$ cat src/station_mgmt_regs.vh
// Purpose: Constants shared by the station management / PHY select block
// Assumes: 50 MHz core clock, one clock domain
// Notes:   Definitions only; included by bare name
`ifndef STATION_MGMT_REGS_VH
`define STATION_MGMT_REGS_VH

// ************************************************************
// Addresses and frame layout
// ************************************************************
`define EMB_PHY_ADDR      5'h10
`define OP_READ           2'h2
`define OP_WRITE          2'h1
`define PRE_BITS          6'h20
`define TA_BIT            7'h2e
`define DATA_BIT          7'h30
`define LAST_BIT          7'h3f

// ************************************************************
// Timing
// ************************************************************
`define CLK_PERIOD_NS     20
`define MDC_HALF_NS       200
`define MDC_HALF_CYC      ((`MDC_HALF_NS + `CLK_PERIOD_NS - 1) / `CLK_PERIOD_NS)
`define STRAP_SETTLE      3'h4

// ************************************************************
// Emulated PHY register file (PHY role)
// ************************************************************
`define REG_CTRL          5'h00
`define REG_STATUS        5'h01
`define REG_ID1           5'h02
`define REG_ID2           5'h03
`define CTRL_RST          16'h3100
`define STATUS_BASE       16'h7809
`define LINK_BIT          2
// Identity words are arbitrary neutral values
`define ID1_VALUE         16'h1234
`define ID2_VALUE         16'h5670

`endif

$ cat src/station_mgmt_phy_select.v
// Purpose: Station management unit and media interface selection
// Assumes: 50 MHz clk, sync active-low reset, straps static after reset
// Notes:   MAC role drives MDC/MDIO; PHY role answers an external MAC
`timescale 1ns/1ps
`include "station_mgmt_regs.vh"

module station_mgmt_phy_select (
  input  wire        clk,
  input  wire        rstn,
  input  wire        strap_rmii_n,
  input  wire        strap_phy_n,
  input  wire [4:0]  secondary_phy_address,
  input  wire        sw_iface_sel,
  input  wire        ref_clock_direction_flag,
  input  wire        link_up,
  input  wire        cmd_start,
  input  wire        cmd_read,
  input  wire [4:0]  cmd_phy_addr,
  input  wire [4:0]  cmd_reg_addr,
  input  wire [15:0] cmd_wdata,
  output reg         cmd_busy,
  output reg         cmd_done,
  output reg  [15:0] cmd_rdata,
  input  wire        mdc_in,
  output reg         mdc_out,
  output reg         mdc_oe,
  input  wire        mdio_in,
  output reg         mdio_out,
  output reg         mdio_oe,
  output reg         emb_mdc,
  output reg         emb_mdio_in,
  input  wire        emb_mdio_out,
  output reg         mac_mode,
  output reg         datapath_to_ext,
  output reg         rmii_ref_clock_out_oe,
  output reg  [4:0]  ext_media_addr
);

  // ************************************************************
  // Pin synchronisers and strap capture
  // ************************************************************
  wire [3:0] pins_s;
  reg  [2:0] settle;
  reg        strap_done;
  reg        ext_iface;

  pin_sync3 #(.W(4), .RST(4'h7)) u_sync (
    .clk      (clk),
    .rstn     (rstn),
    .pin_in   ({mdc_in, mdio_in, strap_rmii_n, strap_phy_n}),
    .sync_out (pins_s)
  );

  wire mdc_s   = pins_s[3];
  wire mdio_s  = pins_s[2];
  wire phy_sel = ~pins_s[1] & ~pins_s[0];

  // Straps taken once after the synchronisers have settled
  always @(posedge clk) begin
    if (!rstn) begin
      settle     <= 3'h0;
      strap_done <= 1'b0;
      mac_mode   <= 1'b1;
      ext_iface  <= 1'b0;
    end else if (!strap_done) begin
      // Filter output only settles on the fourth edge; take it on the fifth
      settle <= settle + 3'h1;
      if (settle == `STRAP_SETTLE) begin
        strap_done <= 1'b1;
        mac_mode   <= ~phy_sel;
        ext_iface  <= ~pins_s[1];
      end
    end
  end

  // Datapath routing, reference clock direction and external address
  always @(posedge clk) begin
    if (!rstn) begin
      datapath_to_ext       <= 1'b0;
      rmii_ref_clock_out_oe <= 1'b0;
      ext_media_addr        <= 5'h00;
    end else begin
      datapath_to_ext <= mac_mode & ext_iface & sw_iface_sel;
      // Pad takes the 100 MHz PLL divided by two; we only gate it
      rmii_ref_clock_out_oe <= ext_iface & ref_clock_direction_flag;
      if (mac_mode)
        ext_media_addr <= secondary_phy_address;
      else
        ext_media_addr <= {secondary_phy_address[4:1], 1'b0};
    end
  end

  // ************************************************************
  // MAC role: management controller
  // ************************************************************
  reg [63:0] frame;
  reg [6:0]  bit_cnt;
  reg [7:0]  div;
  reg        m_read;
  reg        m_emb;

  // Read data mux: embedded PHY only when addressed
  wire mdin = m_emb ? emb_mdio_out : mdio_s;
  wire tick = (div == `MDC_HALF_CYC - 1);

  // ************************************************************
  // PHY role: frame decoder state
  // ************************************************************
  localparam S_IDLE = 5'h01;
  localparam S_HDR  = 5'h02;
  localparam S_TA   = 5'h04;
  localparam S_RDAT = 5'h08;
  localparam S_WDAT = 5'h10;

  reg [4:0]  st;
  reg [5:0]  pre_cnt;
  reg        st0;
  reg [11:0] hdr;
  reg [4:0]  cnt;
  reg [15:0] sh;
  reg [15:0] ctrl;
  reg        mdc_q;
  reg        s_ext;
  reg        s_emb;
  reg        s_rd;

  wire rise = mdc_s & ~mdc_q;
  wire fall = ~mdc_s & mdc_q;

  // Emulated register contents; status shows live link
  function [15:0] phy_reg;
    input [4:0]  ra;
    input [15:0] c;
    input        lk;
    begin
      case (ra)
        `REG_CTRL:   phy_reg = c;
        `REG_STATUS: phy_reg = `STATUS_BASE | ({15'h0, lk} << `LINK_BIT);
        `REG_ID1:    phy_reg = `ID1_VALUE;
        `REG_ID2:    phy_reg = `ID2_VALUE;
        default:     phy_reg = 16'h0000;
      endcase
    end
  endfunction

  // Both roles share the pin flops; mode picks who owns them
  always @(posedge clk) begin
    if (!rstn) begin
      frame       <= 64'h0;
      bit_cnt     <= 7'h0;
      div         <= 8'h0;
      m_read      <= 1'b0;
      m_emb       <= 1'b0;
      cmd_busy    <= 1'b0;
      cmd_done    <= 1'b0;
      cmd_rdata   <= 16'h0;
      mdc_out     <= 1'b0;
      mdc_oe      <= 1'b0;
      mdio_out    <= 1'b1;
      mdio_oe     <= 1'b0;
      emb_mdc     <= 1'b0;
      emb_mdio_in <= 1'b1;
      st          <= S_IDLE;
      pre_cnt     <= 6'h0;
      st0         <= 1'b0;
      hdr         <= 12'h0;
      cnt         <= 5'h0;
      sh          <= 16'h0;
      ctrl        <= `CTRL_RST;
      mdc_q       <= 1'b0;
      s_ext       <= 1'b0;
      s_emb       <= 1'b0;
      s_rd        <= 1'b0;
    end else if (mac_mode) begin
      cmd_done <= 1'b0;
      mdc_oe   <= strap_done;
      emb_mdc  <= mdc_out;
      emb_mdio_in <= mdio_oe ? mdio_out : 1'b1;
      if (!cmd_busy) begin
        div <= 8'h0;
        if (cmd_start && strap_done) begin
          // Preamble, start, opcode, address, register, turnaround, data
          frame <= {32'hffffffff, 2'b01,
                    cmd_read ? `OP_READ : `OP_WRITE,
                    cmd_phy_addr, cmd_reg_addr,
                    cmd_read ? 2'b00 : 2'b10, cmd_wdata};
          m_read   <= cmd_read;
          m_emb    <= (cmd_phy_addr == `EMB_PHY_ADDR);
          bit_cnt  <= 7'h0;
          cmd_busy <= 1'b1;
          mdio_oe  <= 1'b1;
          mdio_out <= 1'b1;
          mdc_out  <= 1'b0;
        end
      end else if (!tick) begin
        div <= div + 8'h1;
      end else begin
        div <= 8'h0;
        if (!mdc_out) begin
          // Rising edge: far end samples, we capture read data
          mdc_out <= 1'b1;
          if (m_read && bit_cnt >= `DATA_BIT)
            cmd_rdata <= {cmd_rdata[14:0], mdin};
        end else begin
          mdc_out <= 1'b0;
          if (bit_cnt == `LAST_BIT) begin
            cmd_busy <= 1'b0;
            cmd_done <= 1'b1;
            mdio_oe  <= 1'b0;
            mdio_out <= 1'b1;
          end else begin
            bit_cnt  <= bit_cnt + 7'h1;
            frame    <= {frame[62:0], 1'b0};
            mdio_out <= frame[62];
            // Release the line for the answer of a read
            mdio_oe  <= ~(m_read && (bit_cnt + 7'h1 >= `TA_BIT));
          end
        end
      end
    end else begin
      // PHY role: MDC is an input from the external MAC
      mdc_oe      <= 1'b0;
      mdc_out     <= 1'b0;
      cmd_busy    <= 1'b0;
      cmd_done    <= cmd_start;
      mdc_q       <= mdc_s;
      emb_mdc     <= mdc_s;
      emb_mdio_in <= mdio_s;
      case (st)
        S_IDLE: begin
          if (rise) begin
            if (mdio_s) begin
              if (st0) begin
                st  <= S_HDR;
                cnt <= 5'h0;
                st0 <= 1'b0;
              end else if (pre_cnt != `PRE_BITS) begin
                pre_cnt <= pre_cnt + 6'h1;
              end
            end else begin
              st0     <= (pre_cnt == `PRE_BITS) && !st0;
              pre_cnt <= 6'h0;
            end
          end
        end
        S_HDR: begin
          if (rise) begin
            hdr <= {hdr[10:0], mdio_s};
            cnt <= cnt + 5'h1;
            if (cnt == 5'd11) begin
              st    <= S_TA;
              cnt   <= 5'h0;
              s_rd  <= (hdr[10:9] == `OP_READ);
              s_ext <= (hdr[8:4] == ext_media_addr);
              s_emb <= (hdr[8:4] == `EMB_PHY_ADDR);
              sh    <= phy_reg({hdr[3:0], mdio_s}, ctrl, link_up);
            end
          end
        end
        S_TA: begin
          // Second turnaround bit driven low by the answering PHY
          if (fall && cnt == 5'h1 && s_rd && (s_ext || s_emb)) begin
            mdio_oe  <= 1'b1;
            mdio_out <= s_emb ? emb_mdio_out : 1'b0;
          end
          if (rise) begin
            cnt <= cnt + 5'h1;
            if (cnt == 5'h1) begin
              st  <= s_rd ? S_RDAT : S_WDAT;
              cnt <= 5'h0;
            end
          end
        end
        S_RDAT: begin
          if (fall) begin
            cnt <= cnt + 5'h1;
            if (cnt == 5'd16) begin
              mdio_oe  <= 1'b0;
              mdio_out <= 1'b1;
              st       <= S_IDLE;
            end else begin
              mdio_out <= s_emb ? emb_mdio_out : sh[15];
              sh       <= {sh[14:0], 1'b0};
            end
          end else if (s_emb && mdio_oe) begin
            mdio_out <= emb_mdio_out;
          end
        end
        S_WDAT: begin
          if (rise) begin
            sh  <= {sh[14:0], mdio_s};
            cnt <= cnt + 5'h1;
            if (cnt == 5'd15) begin
              st <= S_IDLE;
              if (s_ext && hdr[4:0] == `REG_CTRL)
                ctrl <= {sh[14:0], mdio_s};
            end
          end
        end
        default: st <= S_IDLE;
      endcase
    end
  end

endmodule

$ cat src/pin_sync3.v
// Purpose: Three-flop pin synchroniser with agreement filter
// Assumes: Inputs asynchronous to clk
// Notes:   Output moves only when second and third stages agree
`timescale 1ns/1ps

module pin_sync3 #(
  parameter       W   = 1,
  parameter [W-1:0] RST = {W{1'b0}}
) (
  input  wire         clk,
  input  wire         rstn,
  input  wire [W-1:0] pin_in,
  output reg  [W-1:0] sync_out
);

  reg [W-1:0] s1;
  reg [W-1:0] s2;
  reg [W-1:0] s3;

  // First stage feeds only the second; filter looks at stages two and three
  always @(posedge clk) begin
    if (!rstn) begin
      s1       <= RST;
      s2       <= RST;
      s3       <= RST;
      sync_out <= RST;
    end else begin
      s1 <= pin_in;
      s2 <= s1;
      s3 <= s2;
      if (s2 == s3)
        sync_out <= s3;
    end
  end

endmodule

$ cat config.mk
export PLATFORM = sky130hd
export DESIGN_NAME = station_mgmt_phy_select
export DESIGN_NICKNAME = d
export VERILOG_FILES = /design/src/station_mgmt_phy_select.v /design/src/pin_sync3.v
export VERILOG_INCLUDE_DIRS = /design/src /design/src/src
export SDC_FILE = /design/constraint.sdc
export NUM_CORES = 1
export LEC_CHECK = 0
export BUFFER_PORTS_ARGS = -buffer_cell sky130_fd_sc_hd__clkbuf_2
export CAP_MARGIN = 20
export CORE_UTILIZATION = 50
export CTS_BUF_LIST = sky130_fd_sc_hd__clkbuf_4 sky130_fd_sc_hd__clkbuf_8
export CTS_CLUSTER_SIZE = 16
export DETAILED_ROUTE_END_ITERATION = 8
export GPL_TIMING_DRIVEN = 0
export PLACE_DENSITY = 0.65
export SYNTH_ARGS = -nofsm -noshare
export SYNTH_HDL_FRONTEND = slang
export SYNTH_SLANG_ARGS = --single-unit
$ cat constraint.sdc
create_clock -name clk -period 2.4 [get_ports clk]
set_clock_uncertainty 0.1 [all_clocks]
set_input_delay 0.72 -clock clk [delete_from_list [all_inputs] [get_ports clk]]
set_output_delay 0.72 -clock clk [all_outputs]
set_load 0.005 [all_outputs]
==> metrics.cfg, run 1 <==
[status]
outcome = complete, no violations

[timing]
fmaxAchievable_mhz = 439
rsz0062_at_grt = yes
fin_crit_ps = 2280
setup_violations = 0
slew_headroom = 0.499
finalHoldViolCount = 0
tightest_slew_ps = 752
slew_violations = 0
setup_ws_ps = 123
min_period_over_period = 0.949

[clock_network]
cts_root_buf = clkbuf_8
cts.sinks = 197
clk_pin_slew_ps = 110
cts_max_level = 4
clkLatencyLatePin_ps = 470
cts_made_buffers = 17
cts_tree = yes
clockBufferDepth = 2

[routing]
drcViolationCount = 0
wl_per_cell_um = 15.6
dr.pass1.iters = 5
vias = 7340
drt_first_iter_violations = 345
vias_per_cell = 5.54
ant_nets = 0
routed_wl_mm = 20.7

[finish]
antenna_cells = 0
filler_cell_count = 1580
nets = 1144
layout_commonest_cell = dfxtp_1
areaGrowthSynthToFinish_pct = 12.9
drive_gt1_frac = 0.153
finalNonFillerCells = 1325
mostFrequentLayoutCells = dfxtp_1, nor2_1, nand2_1, clkbuf_2, a21oi_1

[worst_setup_path]
path_max_fanout = 10
path_depth = 5
reg2reg_depth = 5
path_cells = buf_1, buf_2, clkbuf_1, o21ai_0, a21oi_1
crit_type = flip-flop to flip-flop
crit_path_start_kind = flip-flop
path_buf_inv = 3
slowest_stage = dfxtp_1
crit_family = buffers and inverters
arrival_ps = 2590
required_ps = 2710
crit_start = cmd_busy
end_kind = flip-flop
slowest_delay_ps = 510
reg2reg_from = cmd_busy

[power]
power_frac_seq = 0.578
internal-power_mw = 4.25
switching_share = 0.270
p_clk_frac = 0.361
leakagePower_nw = 3.49
power.density_nw_per_um2 = 588
comb_power_share = 0.061
p_sw_mw = 1.57
peakVddDrop_mv = 0.442

[synthesis]
synth_warnings = 0
synthMuxAreaShare = 0.0685
postSynthCellCount = 993
synth-edff-count = 0
yosys-top-cells-area = dfxtp_1, mux2i_1, nor2_1, a311oi_1, nand2_1
synth.distinct_cells = 69
synth-xor-area-share = 0.0230
synth_top_area_share = 0.450
synth_fa_ha_area_frac = 0.0186
synth_top_family_by_area = simple AND/OR/NAND/NOR gates
seq_area_frac_synth = 0.450
synth_async_sr_flop_share = 0
avgSynthCellArea_um2 = 8.83
synth-compound-area-share = 0.168
syn_nets = 1049
synth-simple-area-share = 0.209
synth_top_flop_cell = dfxtp_1
synth-seq-cells = 197
synth_area_um2 = 8760
yosysTopAreaCell = dfxtp_1

[global_routing]
track_usage = 0.239
grt_pass1_vias = 6926
antenna_found_initial = 0
grt_max_degree = 21
grt_overflow_total = 0
grt_first_pass_wirelength_mm = 34.6

[die]
rows = 48
initial_core_util = 0.508
die_width_um = 134
core_um2 = 17200
fp.dieH_um = 134
io_pins = 75
dieArea_um2 = 18100

[place]
placed_cells = 1291
port_buffers = 73
dp_hpwl_mm = 14.6
place_congestion = 0.846
pre_cts_slack_ps = -327

[min_path]
hold_path.class = input pin to flip-flop
hp-start = strap_rmii_n
hold_path_depth = 2

[flow_run]
maxCapViolCount = 0

-- power groups by stage --
stage	Combinational (mW)	Sequential (mW)	Clock (mW)
floorplan	0.234	3.43	0
global placement	0.349	3.44	0
detailed placement	0.354	3.44	0
CTS	0.356	3.37	2.16
global route	0.398	3.38	2.29
finish	0.353	3.37	2.10
-- cells by family after synthesis --
kind of cell,Yosys count
simple gates,371
compound gates,204
flops,197
buf+inv,125
mux,60
xor+xnor,23
fa+ha+maj,13
-- worst paths after layout --
path | end | slack (ps)
max | bit_cnt[6] | 120
min | u_sync.s1[1] | 320
max reg2reg | bit_cnt[6] | 120
min reg2reg | u_sync.s2[1] | 320
-- what timing repair did --
| item | in CTS | in global routing |
|---|---|---|
| pin swaps | 1 | 3 |
| gates resized for setup | 5 | 16 |
| hold buffers | 0 | 0 |
| endpoints found under the setup margin | 82 | 111 |
| buffers inserted | 1 | 2 |
-- state kept, by name, indices dropped and copies added, names as in the netlist, 3 cells and up --
name and count:
bit_cnt 7, cmd_rdata 16, cnt 5, ctrl 16
div 8, ext_media_addr 5, frame 63, hdr 11
pre_cnt 6, settle 3, sh 16, st 5
u_sync.s1 4, u_sync.s2 4, u_sync.s3 4, u_sync.sync_out 4
-- stage by stage --
stage                     hold WS [ps]  cell area [um2]  total power [mW]  TNS [ps]  utilization
after global routing               285             9900              6.07      -587        0.574
final                              316             9900              5.82         0        0.574
after floorplan                    286             8760              3.67         0            -
after CTS                          290             9830              5.89         0        0.570
after detailed placement           296             9410              3.80    -28380        0.546
after global placement             289             9410              3.79    -27260        0.546
-- synth_stat cells (all sizes together) (19+ instances only) --
cell	instances
dfxtp	197
nor2	131
nand2	94
a21oi	61
mux2i	60
inv	51
a311oi	44
clkbuf	44
a211oi	34
buf	29
nand3	26
nand2b	25
nor3	19
o21ai	19
-- per-layer routing --
metal,vias to the layer above,global-route usage,wire [um]
li1,3688,-,-
met4,0,0.0693,293
met2,143,0.369,9270
met3,23,0.0529,841
met5,-,0,0
met1,3486,0.333,10300
-- area by class of cell --
| class | count | area [um2] | share of cell area |
|---|---|---|---|
| Tap cell | 225 | 282 | 0.0284 |
| Multi-Input combinational cell | 671 | 4340 | 0.438 |
| Clock buffer | 17 | 234 | 0.0236 |
| Sequential cell | 197 | 3950 | 0.399 |
| Clock inverter | 14 | 155 | 0.0157 |
| Timing Repair Buffer | 76 | 388 | 0.0392 |
| Buffer | 73 | 363 | 0.0367 |
| Inverter | 52 | 195 | 0.0197 |
Power figures use the tool's default switching activity.
==> run 2, diff against run 1 <==
- CORE_UTILIZATION: 50 -> 60
- PLACE_DENSITY: 0.65 -> 0.76
- TNS_END_PERCENT: unset -> 20
==> run 2 against run 1 <==
Net effect:
- via count up 0.34%
- clock power up 18%
- flip-flop and latch count stayed put
- maximum frequency increased by 0.74%
- first-iteration DRC count increased by 59%
- total power up 6.4%
- register-to-register slack improved by 20 ps
- global-route usage is 4.1 points higher
- die area fell by 16%
- design area fell by 0.10%
- cell count is 3.5% lower
- non-clock buffer count decreased by 3
- critical path type unchanged
- largest cell class unchanged
==> metrics.cfg, run 2 (synthesis results as in run 1) <==
[routing]
vias = 7365  ; +0.34%
routed_wl_mm = 20.3  ; -2.2%
drcViolationCount = 0  ; unchanged
dr.pass1.iters = 6  ; +1
vias_per_cell = 5.76  ; +4.0%
drt_first_iter_violations = 548  ; +59%
wl_per_cell_um = 15.9  ; +1.4%
ant_nets = 0  ; unchanged

[worst_setup_path]
slowest_stage = dfxtp_1
crit_path_start_kind = flip-flop
required_ps = 2700  ; about the same
path_cells = inv_1, ha_1, nor4b_4, a31oi_2, a211oi_1, buf_4, clkbuf_4, buf_4, nand3b_1, a21oi_1
crit_start = div[1]
crit_path_frequent_cell = buf_4
arrival_ps = 2570  ; -20 ps
ff2ff_setup_slack_ps = 140  ; +20 ps
path_max_fanout = 10  ; unchanged
crit_type = flip-flop to flip-flop
reg2reg_from = div[1]
end_kind = flip-flop
slowest_delay_ps = 340  ; -170 ps

[global_routing]
grt_first_pass_wirelength_mm = 33.0  ; -4.7%
grt_max_degree = 18  ; -14%
grt.busiest_layer = met2
grtUsageMet2 = 0.427  ; +0.0579
grt_overflow_total = 0  ; unchanged
met1_usage = 0.399  ; +0.0656
track_usage = 0.280  ; +0.0412
grt_pass1_vias = 6718  ; -3.0%
antenna_found_initial = 0  ; unchanged
met3_usage = 0.0553  ; +0.00239

[power]
power.density_nw_per_um2 = 627  ; +6.5%
peakVddDrop_mv = 0.518  ; +17%
leakagePower_nw = 3.52  ; +0.87%

[clock_network]
clkLatencyLatePin_ps = 470  ; about the same
cts_made_buffers = 17  ; unchanged
clockBufferDepth = 2  ; unchanged
hold_buffers = 0  ; unchanged
cts_max_level = 4  ; unchanged
cts_root_buf = clkbuf_8
cts_tree = yes
cts.sinks = 197  ; unchanged
clk_pin_slew_ps = 100  ; about the same

[timing]
rsz0062_at_grt = no
tightest_slew_ps = 738  ; -13.9 ps
whs_ps = 315  ; -0.937 ps
fmaxAchievable_mhz = 442  ; +0.74%
slew_headroom = 0.504  ; +0.00545
slew_violations = 0  ; unchanged
finalHoldViolCount = 0  ; unchanged
min_period_over_period = 0.942  ; -0.00696
fin_setup_tns_ps = 0  ; unchanged
setup_violations = 0  ; unchanged
setup_ws_ps = 140  ; +16.7 ps
fin_crit_ps = 2260  ; -16.7 ps

[finish]
largest_reg_flops = 63  ; unchanged
multiInputGateArea_um2 = 4320  ; -0.32%
layout_commonest_cell = dfxtp_1
final-seq-area_um2 = 3950  ; unchanged
top_register = frame
areaGrowthSynthToFinish_pct = 12.8
antenna_cells = 0  ; unchanged
filler_cell_count = 1140  ; -28%
nets = 1141  ; -0.26%
mostFrequentLayoutCells = dfxtp_1, nor2_1, nand2_1, clkbuf_2, a21oi_1
drive_gt1_frac = 0.151  ; -0.00154

[place]
port_buffers = 73  ; unchanged
place_congestion = 0.881  ; +4.2%
dp_hpwl_mm = 14.0  ; -4.1%
pre_cts_slack_ps = -248  ; +79.4 ps

[die]
initial_core_util = 0.624  ; +0.116
dieArea_um2 = 15100  ; -16%
core_um2 = 14000  ; -19%
io_pins = 75  ; unchanged
die_width_um = 123  ; -8.6%
fp.dieH_um = 123  ; -8.6%
rows = 43  ; -10%

[flow_run]
maxCapViolCount = 0  ; unchanged

[min_path]
hold_path.class = flip-flop to flip-flop
hp-start = u_sync.s1[0]

[status]
outcome = complete, no violations

-- run 2: path summary, 6_finish.rpt --
check / cells past startpoint / endpoint
worst min-delay path: 1 / u_sync.s2[0]
worst max-delay path: 10 / bit_cnt[5]
worst max register to register: 10 / bit_cnt[5]
worst min register to register: 1 / u_sync.s2[0]
-- run 2: critical path: cells and delay by family, from the launching register on --
kind                     cells  cell delay [ps]
buffers and inverters        4              670
AO/OA/AOI/OAI                3              560
AND/OR/NAND/NOR              2              360
flip-flops                   1              340
adder cells (fa/ha/maj)      1              170
-- run 2: metal layers --
metal  routed length (um)  share of wire
met5                    0              0
met4                  311          0.015
met3                 1050          0.052
met2                 9020           0.44
met1                 9890           0.49
-- run 2: layout make-up --
class / instances / share of cell area
multi-input cells: 671 / 0.437
flip-flops and latches: 197 / 0.399
repair buffers: 74 / 0.0377
plain buffers: 72 / 0.0361
clock buffers: 19 / 0.0252
well taps: 180 / 0.0228
clock inverters: 13 / 0.0224
inverters: 52 / 0.0197
-- run 2: what timing repair did --
action / CTS / global route
setup endpoints to repair: 35 / 100
setup buffers: 1 / 0
resized for setup: 2 / 16
pin swaps: 1 / 0
-- run 2: per-stage QoR --
| stage | instance area, um2 | cells | utilization | total power [mW] |
|---|---|---|---|---|
| after floorplan | 8760 | 993 | - | 3.67 |
| after detailed placement | 9360 | 1246 | 0.666 | 3.79 |
| after CTS | 9840 | 1279 | 0.701 | 6.21 |
| after global routing | 9890 | 1278 | 0.704 | 6.39 |
| final | 9890 | 1278 | 0.704 | 6.20 |
| after global placement | 9360 | 1246 | 0.666 | 3.78 |
-- run 2: power breakdown --
| part | switching (mW) | internal, mW | leakage, nW | total, mW |
|---|---|---|---|---|
| Clock | 1.19 | 1.29 | 0.239 | 2.48 |
| Combinational | 0.214 | 0.140 | 1.68 | 0.354 |
| Sequential | 0.0382 | 3.33 | 1.59 | 3.37 |
| Total | 1.44 | 4.75 | 3.52 | 6.20 |
==> run 3, diff against run 2 <==
- ABC_AREA: unset -> 1
- ABC_CLOCK_PERIOD_IN_PS: unset -> 2400
==> run 3 against run 2 <==
Net effect:
- hold slack better by 6.3 ps
- sequential share of layout area grew 0.19 points
- total power shrank 0.17%
- non-clock buffer count down 12
- highest routed layer unchanged
- largest cell class unchanged
- sequential power is essentially flat
- largest power group unchanged
- synthesized cell count grew 26%
==> metrics.cfg, run 3 <==
[status]
outcome = complete, no violations

[place]
dpl_cell_area_um2 = 9370  ; +0.13%
place_congestion = 0.924  ; +4.9%
placed_cells = 1507  ; +21%
pre_cts_slack_ps = -216  ; +31.9 ps
dp_hpwl_mm = 15.1  ; +7.6%
port_buffers = 73  ; unchanged

[finish]
drive_gt1_frac = 0.130  ; -0.0210
largest_reg_flops = 63  ; unchanged
fin_area_um2 = 9840  ; -0.51%
antenna_cells = 0  ; unchanged
mostFrequentLayoutCells = nor2_1, nand2_1, dfxtp_1, o21ai_0, inv_1
filler_cell_count = 1247  ; +9.4%
finalNonFillerCells = 1540  ; +21%
post-route-util = 0.698  ; -0.00624
top_register = frame
areaGrowthSynthToFinish_pct = 12.1
layout_commonest_cell = nor2_1
nets = 1403  ; +23%

[die]
fp.dieH_um = 123  ; about the same
core_um2 = 14100  ; +0.38%
io_pins = 75  ; unchanged
dieArea_um2 = 15100  ; +0.15%
initial_core_util = 0.623  ; -0.00149
die_width_um = 123  ; about the same
rows = 43  ; unchanged

[synthesis]
synth_top_flop_cell = dfxtp_1
synth_warnings = 0  ; unchanged
postSynthCellCount = 1254  ; +26%
yosysMostFrequentCell = nor2_1
seq_area_frac_synth = 0.449  ; -0.000641
synth_common_cells = nor2_1, nand2_1, dfxtp_1
synth-edff-count = 0  ; unchanged
synth.distinct_cells = 40  ; -42%
avgSynthCellArea_um2 = 7.00  ; -21%
yosys-top-cells-area = dfxtp_1, nor2_1, nand2_1, o21ai_0, inv_1
syn_nets = 1310  ; +25%
synth_top_area_share = 0.449  ; -0.000641
synth-seq-cells = 197  ; unchanged
synth_async_sr_flop_share = 0  ; unchanged
synth_area_um2 = 8780  ; +0.14%
yosysTopAreaCell = dfxtp_1

[global_routing]
track_usage = 0.293  ; +0.0132
grt_pass1_vias = 7254  ; +8.0%
grt_overflow_total = 0  ; unchanged
grt_first_pass_wirelength_mm = 34.6  ; +4.8%
antenna_found_initial = 0  ; unchanged
grt_max_degree = 19  ; +1

[clock_network]
clk_pin_slew_ps = 100  ; about the same
cts_tree = yes
cts_root_buf = clkbuf_8
clockBufferDepth = 2  ; unchanged
clkLatencyLatePin_ps = 470  ; about the same
cts.sinks = 197  ; unchanged
cts_max_level = 4  ; unchanged
cts_made_buffers = 17  ; unchanged

[routing]
dr.pass1.iters = 7  ; +1
vias_per_cell = 5.30  ; -8.0%
drcViolationCount = 0  ; unchanged
routed_wl_mm = 21.4  ; +5.6%
wl_per_cell_um = 13.9  ; -12%
ant_nets = 0  ; unchanged
vias = 8168  ; +11%
drt_first_iter_violations = 681  ; +24%

[power]
leakagePower_nw = 4.36  ; +24%
peakVddDrop_mv = 0.534  ; +3.1%
total_power_mw = 6.19  ; -0.17%
power.density_nw_per_um2 = 629  ; +0.33%

[worst_setup_path]
arrival_ps = 2530  ; -40 ps
end_kind = flip-flop
crit_path_start_kind = flip-flop
crit_type = flip-flop to flip-flop
ff2ff_setup_slack_ps = 140  ; about the same
required_ps = 2680  ; -20 ps
path_max_fanout = 10  ; unchanged

[timing]
finalHoldViolCount = 0  ; unchanged
whs_ps = 321  ; +6.32 ps
min_period_over_period = 0.941  ; -0.000998
rsz0062_at_grt = no
tightest_slew_ps = 744  ; +5.30 ps
fin_setup_tns_ps = 0  ; unchanged
slew_violations = 0  ; unchanged
slew_headroom = 0.504  ; about the same
fin_crit_ps = 2260  ; -2.39 ps
fmaxAchievable_mhz = 443  ; +0.11%
setup_ws_ps = 142  ; +2.39 ps
setup_violations = 0  ; unchanged

[min_path]
hold_path.class = flip-flop to flip-flop

[flow_run]
maxCapViolCount = 0  ; unchanged

==> run 3: changes by cell type in the layout (fill, tap and decap cells not counted), sizes merged, moves of 16 or more <==
| cell | previous run | this run |
|---|---|---|
| o21ai | 19 | 138 |
| nor2 | 131 | 262 |
| nand2b | 25 | 0 |
| a211oi | 34 | 11 |
| nand3 | 26 | 60 |
| inv | 54 | 110 |
| nor3 | 19 | 43 |
| mux2i | 60 | 0 |
| or2 | 1 | 17 |
| nand2 | 94 | 252 |
| a311oi | 44 | 0 |
==> run 3: path summary, 6_finish.rpt <==
kind	from	to	cells after the start
worst max-delay path	cnt[0]	sh[9]	9
worst min-delay path	u_sync.s1[0]	u_sync.s2[0]	1
worst max register to register	cnt[0]	sh[9]	9
worst min register to register	u_sync.s1[0]	u_sync.s2[0]	1
==> run 3: final cells by class <==
class	instances	area, um2	area share
Sequential cell	197	3950	0.401
Timing Repair Buffer	74	373	0.0379
Tap cell	180	225	0.0229
Clock inverter	15	216	0.0220
Clock buffer	17	234	0.0238
Buffer	60	267	0.0271
Multi-Input combinational cell	893	4190	0.426
Inverter	104	390	0.0397
==> run 3: kinds of logic (layout without fill, tap and decap cells) <==
kind of cell	after synthesis	in the layout	synth area share
compound gates	219	219	0.133
xor+xnor	11	11	0.0110
fa+ha+maj	13	13	0.0185
buf+inv	164	270	0.0744
flops	197	197	0.449
simple gates	650	650	0.314
==> run 3: where the power goes <==
group | total, mW | leakage (nW) | internal, mW | switching (mW)
clock network | 2.41 | 0.219 | 1.16 | 1.24
registers | 3.39 | 1.59 | 3.34 | 0.0489
logic | 0.392 | 2.55 | 0.135 | 0.257
==> run 3: timing repair <==
| item | in CTS | in global routing |
|---|---|---|
| setup buffers | 0 | 1 |
| resized for setup | 0 | 12 |
| setup endpoints to repair | 0 | 48 |
| hold buffers | 0 | 0 |
| hold endpoints to repair | 0 | 0 |
==> run 3: critical path: stages, from the launching register on <==
cell and delay (ps):
dfxtp_1 440, ha_1 260, nand4_1 320, nand2_2 210, nand2_2 80, nor2_4 260
nand2_4 140, buf_6 180, nor2_1 120, nor2_1 50
==> run 3: layer usage <==
metal	up-vias	wire [um]	track usage
li1	4207	-	-
met2	198	10300	0.489
met5	-	0	0
met1	3736	9890	0.383
met4	0	277	0.0915
met3	27	943	0.0554
